### src/hdl/lvds_pll_tuning_defines.vh
// register map, field positions and reset values of the pll tuning bank
// How it works
// five-bit phase detector field, bits 4-0
// two-bit loop filter capacitor field, bits 6-5
// bit 7 enables phase error reduction
// software keeps reduction bit at reset
// eight-bit fifo slip limit per frame
// software loads slip limit with 10h
// software loads per-resolution divider, enable, power values
// software loads common vco, amplitude, control values
// 71h holds feedback and feed-forward divider
// whole-byte writes, reads return stored value
`ifndef LVDS_PLL_TUNING_DEFINES_VH
`define LVDS_PLL_TUNING_DEFINES_VH
`define OFF_DIVIDER        10'h071
`define OFF_LINK_CTRL      10'h078
`define OFF_SLIP_LIMIT     10'h07F
`define RST_DIVIDER        8'hA3
`define RST_LINK_CTRL      8'h38
`define RST_SLIP_LIMIT     8'h10
`define PD_MSB             4
`define PD_LSB             0
`define LF_MSB             6
`define LF_LSB             5
`define PER_BIT            7
`define FBD_MSB            3
`define FBD_LSB            0
`define FFD_MSB            5
`define FFD_LSB            4
`endif

### src/hdl/tuning_reg8.v
// one eight-bit read/write register with reset value
`timescale 1ns/100ps
module tuning_reg8 #(
    parameter [7:0] RESET_VAL = 8'h00
) (
    // clock and reset
    input  wire       clk_in,
    input  wire       sys_rst_in,
    // write port
    input  wire       wr_en_in,
    input  wire [7:0] wr_data_in,
    // stored value
    output reg  [7:0] value_out
);
    always @(posedge clk_in) begin
        if (sys_rst_in) begin
            value_out <= RESET_VAL;
        end else if (wr_en_in) begin
            value_out <= wr_data_in;
        end
    end
endmodule // tuning_reg8

### src/hdl/lvds_pll_tuning_regs.v
// apb register bank for the serial-link pll tuning fields
`timescale 1ns/100ps
`include "lvds_pll_tuning_defines.vh"
module lvds_pll_tuning_regs (
    // clock and reset
    input  wire        clk_in,
    input  wire        sys_rst_in,
    // apb slave
    input  wire        psel_in,
    input  wire        penable_in,
    input  wire        pwrite_in,
    input  wire [11:0] paddr_in,
    input  wire [31:0] pwdata_in,
    output wire        pready_out,
    output wire        pslverr_out,
    output reg  [31:0] prdata_out,
    // pll tuning fields
    output wire [4:0]  phase_detector_setting_out,
    output wire [1:0]  loop_filter_setting_out,
    output wire        phase_error_reduction_en_out,
    output wire [3:0]  feedback_divider_out,
    output wire [1:0]  feedforward_divider_out,
    output wire [7:0]  fifo_slip_limit_out
);
    wire        wr_access;
    wire        hit_div;
    wire        hit_ctl;
    wire        hit_lim;
    wire        mapped;
    wire [7:0]  divider_q;
    wire [7:0]  link_pll_control_q;
    wire [7:0]  fifo_slip_limit_q;
    reg  [31:0] prdata_nxt;

    // address decode
    assign hit_div   = (paddr_in[11:2] == `OFF_DIVIDER);
    assign hit_ctl   = (paddr_in[11:2] == `OFF_LINK_CTRL);
    assign hit_lim   = (paddr_in[11:2] == `OFF_SLIP_LIMIT);
    assign mapped    = hit_div | hit_ctl | hit_lim;
    assign wr_access = psel_in & penable_in & pwrite_in;

    // zero wait states; unmapped access flags an error
    assign pready_out  = 1'b1;
    assign pslverr_out = psel_in & penable_in & ~mapped;

    tuning_reg8 #(.RESET_VAL(`RST_DIVIDER)) u_divider (
        .clk_in     (clk_in),
        .sys_rst_in (sys_rst_in),
        .wr_en_in   (wr_access & hit_div),
        .wr_data_in (pwdata_in[7:0]),
        .value_out  (divider_q)
    );

    tuning_reg8 #(.RESET_VAL(`RST_LINK_CTRL)) u_link_ctrl (
        .clk_in     (clk_in),
        .sys_rst_in (sys_rst_in),
        .wr_en_in   (wr_access & hit_ctl),
        .wr_data_in (pwdata_in[7:0]),
        .value_out  (link_pll_control_q)
    );

    tuning_reg8 #(.RESET_VAL(`RST_SLIP_LIMIT)) u_slip_limit (
        .clk_in     (clk_in),
        .sys_rst_in (sys_rst_in),
        .wr_en_in   (wr_access & hit_lim),
        .wr_data_in (pwdata_in[7:0]),
        .value_out  (fifo_slip_limit_q)
    );

    // field outputs
    assign phase_detector_setting_out =
        link_pll_control_q[`PD_MSB:`PD_LSB];
    assign loop_filter_setting_out =
        link_pll_control_q[`LF_MSB:`LF_LSB];
    assign phase_error_reduction_en_out =
        link_pll_control_q[`PER_BIT];
    assign feedback_divider_out = divider_q[`FBD_MSB:`FBD_LSB];
    assign feedforward_divider_out = divider_q[`FFD_MSB:`FFD_LSB];
    assign fifo_slip_limit_out = fifo_slip_limit_q;

    // read mux, registered at the setup cycle
    always @* begin
        prdata_nxt = 32'h0000_0000;
        if (hit_div) begin
            prdata_nxt = {24'h00_0000, divider_q};
        end else if (hit_ctl) begin
            prdata_nxt = {24'h00_0000, link_pll_control_q};
        end else if (hit_lim) begin
            prdata_nxt = {24'h00_0000, fifo_slip_limit_q};
        end
    end

    always @(posedge clk_in) begin
        if (sys_rst_in) begin
            prdata_out <= 32'h0000_0000;
        end else if (psel_in & ~penable_in) begin
            prdata_out <= prdata_nxt;
        end
    end
endmodule // lvds_pll_tuning_regs

### config.mk
export PLATFORM = sky130hd
export DESIGN_NAME = lvds_pll_tuning_regs
export DESIGN_NICKNAME = d
export VERILOG_FILES = /design/src/hdl/tuning_reg8.v /design/src/hdl/lvds_pll_tuning_regs.v
export VERILOG_INCLUDE_DIRS = /design/src /design/src/hdl
export SDC_FILE = /design/constraint.sdc
export NUM_CORES = 1
export LEC_CHECK = 0
export BUFFER_PORTS_ARGS = -buffer_cell sky130_fd_sc_hd__buf_2
export CAP_MARGIN = 20
export CORE_MARGIN = 10
export CORE_UTILIZATION = 47
export CTS_BUF_LIST = sky130_fd_sc_hd__clkbuf_8 sky130_fd_sc_hd__clkbuf_16
export CTS_CLUSTER_DIAMETER = 30
export DETAILED_ROUTE_END_ITERATION = 8
export PLACE_DENSITY = 0.93
export SLEW_MARGIN = 20
export SYNTH_ARGS = -nofsm -noshare
export SYNTH_HDL_FRONTEND = slang
export SYNTH_SLANG_ARGS = --single-unit
### constraint.sdc
create_clock -name clk_in -period 2.9 [get_ports clk_in]
set_clock_uncertainty 0.05 [all_clocks]
set_input_delay 0.145 -clock clk_in [delete_from_list [all_inputs] [get_ports clk_in]]
set_output_delay 0.145 -clock clk_in [all_outputs]
set_load 0.01 [all_outputs]
=== Yosys cells after proc, flatten, opt, wreduce, memory -nomap -nowiden ===
Cells that the tools add are included.

* Memory bits (read-only): 0
* Memories kept: 0
* Output and inout bits: 56
* Bits in latches: 0
* Register bits: 56
* RAM bits: 0
* Logic and storage cells: 21

* Eq/ne operators: 3
* Bitwise gates (word level): 11
* Divide/modulo/power cells: 0
* Reductions and logical operators: 0
* Mux-type cells: 3
* Order comparisons: 0
* Shift operators: 0
* $add $sub $neg: 0
* $mul: 0

{| class="wikitable"
|+ Operator list
! kind !! number
|-
| 10-bit by 7-bit == test with 1-bit output, second input constant || 3
|-
| 8-bit 2-to-1 mux || 3
|-
| 1-bit AND || 7
|-
| 1-bit NOT || 2
|-
| 1-bit bitwise OR || 2
|}

=== Depth between registers and ports, before layout ===
* Depth after elaboration: 5
* Gate-level depth with buffers: 5

=== Modules after synthesis ===
From an unflattened synthesis, not the netlist that was laid out.

* Cell total of the unflattened synthesis: 208
* Area total of the unflattened synthesis: 1,796.7 µm²

{| class="wikitable"
|+ By module, submodules not included
! module !! sequential area each (µm²) !! cells an instance !! times used !! area each (µm²)
|-
| lvds_pll_tuning_regs || 160.2 || 130 || 1 || 914.6
|-
| tuning_reg8 at u_divider || 160.2 || 26 || 1 || 296.5
|-
| tuning_reg8 at u_link_ctrl || 160.2 || 26 || 1 || 295.3
|-
| tuning_reg8 at u_slip_limit || 160.2 || 26 || 1 || 290.3
|}

=== Worst setup path before layout ===
No wires, ideal clock.

* Path kind: input to register
* From: in paddr_in[3]
* To: reg u_link_ctrl.value_out[4]
* Library setup time: 121 ps
* Stages on the path: 4
* Arrival: 1,319 ps
* Path slack: 1,410 ps
* Buffers on the path: 1
* Cells stage by stage: or4b_1 > or4_1 > buf_4 > mux2i_1

* Cells in the longest elaborated chain, start to end: 2

{| class="wikitable"
|+ RTL lines
! item !! RTL line !! source
|-
| start, declared || lvds_pll_tuning_regs.v:12 || <nowiki>input wire [11:0] paddr_in,</nowiki>
|-
| 10-bit by 7-bit == test with 1-bit output (no line) || n/a ||
|-
| 1-bit AND || lvds_pll_tuning_regs.v:57 || <nowiki>.wr_en_in (wr_access & hit_ctl),</nowiki>
|-
| end signal, assigned || tuning_reg8.v:19 || <nowiki>value_out <= wr_data_in;</nowiki>
|-
| end, declared || tuning_reg8.v:13 || <nowiki>output reg [7:0] value_out</nowiki>
|}

Every way passes these cells.
A chain may end at the register's enable or synchronous reset.

=== Worst setup path after layout ===
* From: in paddr_in[3]
* To: reg u_link_ctrl.value_out[3]

Same word-level chain as after synthesis.

==> out/results.txt <==
Design Area, Final = 2040 um^2
Nets = 293
Post-cts resize count = 0
Status = finished clean
Vias = 1,571
Pin count of the biggest net entering global routing = 32
Synth warn = 0
Final Cycle Share = 56.9%
Worst slew pin tran = 0.732 ns
Std cell rows = 22
Syn-to-layout area delta = 11.0%
Power per cell area = 411 nW/um^2
Final hold vios = 0
Clock Pin Slew Worst Setup and Hold Paths = 0.06 ns
Most frequent cells in the layout = 53 x buf_2, 32 x dfxtp_1, 25 x conb_1
Seq/Total Area, Yosys = 34.9%
Routed len/inst = 16.4 um
Arr. time, crit path = 1.75 ns
Setup TNS = 0 ns
Min-Delay Path Class = input pin to flip-flop
Mapped Area = 1840 um^2
Max frequency = 0.606 GHz
#FFs+latches synth = 32
Fill cells = 352
H-tree Lvls = 2
Top-area cell type share of the netlist area = 34.9%
Worst reg-to-reg path cell count = 3
Starting Density = 49.4%
Total Routing Usage GR = 13.6%
Leakage = 0.000875 uW
Synth top area cells = dfxtp_1 35%, buf_4 13%, mux2i_1 13%
Rel. slew slack = 50.8%
Number of max-cap violations = 0
RSZ-0062 raised after global routing = false
Grt ovf = 0
Count of final setup violators = 0
Fin crit period = 1.65 ns
Peak supply drop = 0.201 mV
Mapped Cells = 207
Antenna-violating nets left = 0
Antenna diodes = 0
Largest fanout on the critical path = 20
Crit Path Category = input pin to flip-flop
Startpoint types = input pin
Max-slew violation count = 0
Die area = 6800 um^2
Placed wire-length estimate = 3.63 mm
DR iter-0 viols = 143
Number of cells on the worst hold path = 3
Drt first pass iters = 4
Vias in the first global route = 1,442
Die boundary height = 82.5 um
Initial antenna violation count = 0
Max clock buf depth = 2
Clk Tree Root Cell = clkbuf_8
Sinks on Clock Net = 32
Unique masters post-synth = 26
Most common cell after layout, fill and taps aside = buf_2
Share of post-route cells with drive strength above 1 = 26.2%
IO Pins = 105
CP Data Required Time = 3.00 ns
DR DRC count = 0
CP Capture Type = flip-flop
CORE AREA = 3720 um^2
Cts hold-fix bufs = 0
Die X = 82.5 um
IO buf count = 53
CTS tree = built
Final WL = 4.80 mm
Num CTS Buffers = 5
DP Area = 1960 um^2
Setup Buffers After CTS = 0
Vias/cell = 5.38
Syn avg cell area = 8.87 um^2
First-pass GRT wire length = 7.17 mm
Worst skew pair latency = 0.28 ns
Final Wtd Congestion = 0.802
Cell type with the largest total area after synthesis = dfxtp_1
[power breakdown]
group          internal [uW]  switching (uW)
Combinational           22.5            62.5
Clock                    159             153
Sequential               440          0.0386
[layout make-up]
| cell class | instances | area [um^2] | area share (%) |
|---|---|---|---|
| sequential | 32 | 641 | 31.4 |
| clock buffer | 5 | 68.8 | 3.38 |
| clock inverter | 2 | 8.76 | 0.430 |
| multi-input combinational | 149 | 975 | 47.9 |
| timing repair buffer | 55 | 280 | 13.8 |
| inverter | 1 | 3.75 | 0.184 |
| tap | 48 | 60.1 | 2.95 |
[cell usage after synthesis, drive strengths merged]
cell	n
buf	38
dfxtp	32
mux2i	24
nand2	24
nor2	14
clkbuf	10
nor4b	10
nand3	9
a22oi	8
a32oi	8
and4	8
o21ai	8
conb	2
nand2b	2
or4	2
inv	1
nand4	1
nand4bb	1
nor4	1
o311a	1
o31a	1
or4b	1
xnor2	1
[path summary, 6_finish.rpt]
kind                                          from                                     to  slack, ns
min                                   pwdata_in[4]    u_divider.value_out[4]$_SDFFE_PP0P_       0.08
max                                    paddr_in[3]  u_link_ctrl.value_out[3]$_SDFFE_PP1P_       1.25
min reg2reg    u_divider.value_out[6]$_SDFFE_PP0P_    u_divider.value_out[6]$_SDFFE_PP0P_       0.42
max reg2reg  u_link_ctrl.value_out[0]$_SDFFE_PP0P_             prdata_out[0]$_SDFFE_PP0P_       1.86
[sequential cells by signal (all words and copies together), names as in the netlist]
name                    count
prdata_out                  8
u_divider.value_out         8
u_link_ctrl.value_out       8
u_slip_limit.value_out      8
[per-stage QoR]
stage / cells / setup slack [ns] / power (uW) / hold WS (ns) / util [%]
finish: 292 / 1.25 / 837 / 0.0765 / 54.8
global route: 292 / 1.20 / 871 / 0.0825 / 54.8
CTS: 292 / 1.25 / 839 / 0.0682 / 54.8
detailed placement: 285 / 0.947 / 531 / 0.368 / 52.7
global placement: 285 / 0.952 / 529 / 0.354 / 52.7
floorplan: 230 / 1.41 / 531 / 0.237 / -
[cells by family (layout without fill, tap and decap cells)]
| logic type | after synthesis | after routing | synth area share (%) |
|---|---|---|---|
| AO/OA/AOI/OAI | 26 | 26 | 10.3 |
| XOR/XNOR | 1 | 1 | 0.477 |
| other | 2 | 25 | 0.409 |
| AND/OR/NAND/NOR | 73 | 73 | 23.8 |
| buffers and inverters | 49 | 63 | 17.0 |
| flip-flops | 32 | 32 | 34.9 |
| multiplexers | 24 | 24 | 13.1 |
[routing by layer]
layer	wire length, um	share of wire, %	GRT usage, %
met1	1820	38	14.6
met2	2370	49	22.9
met3	544	11	6.70
met4	60	1.3	4.52
met5	0	0	0
[critical path, stage by stage]
cell and delay (ns):
buf_2 0.21, or4b_1 0.53, or4_1 0.66, mux2i_1 0.20
No activity file was read; power rests on OpenSTA's default activity.
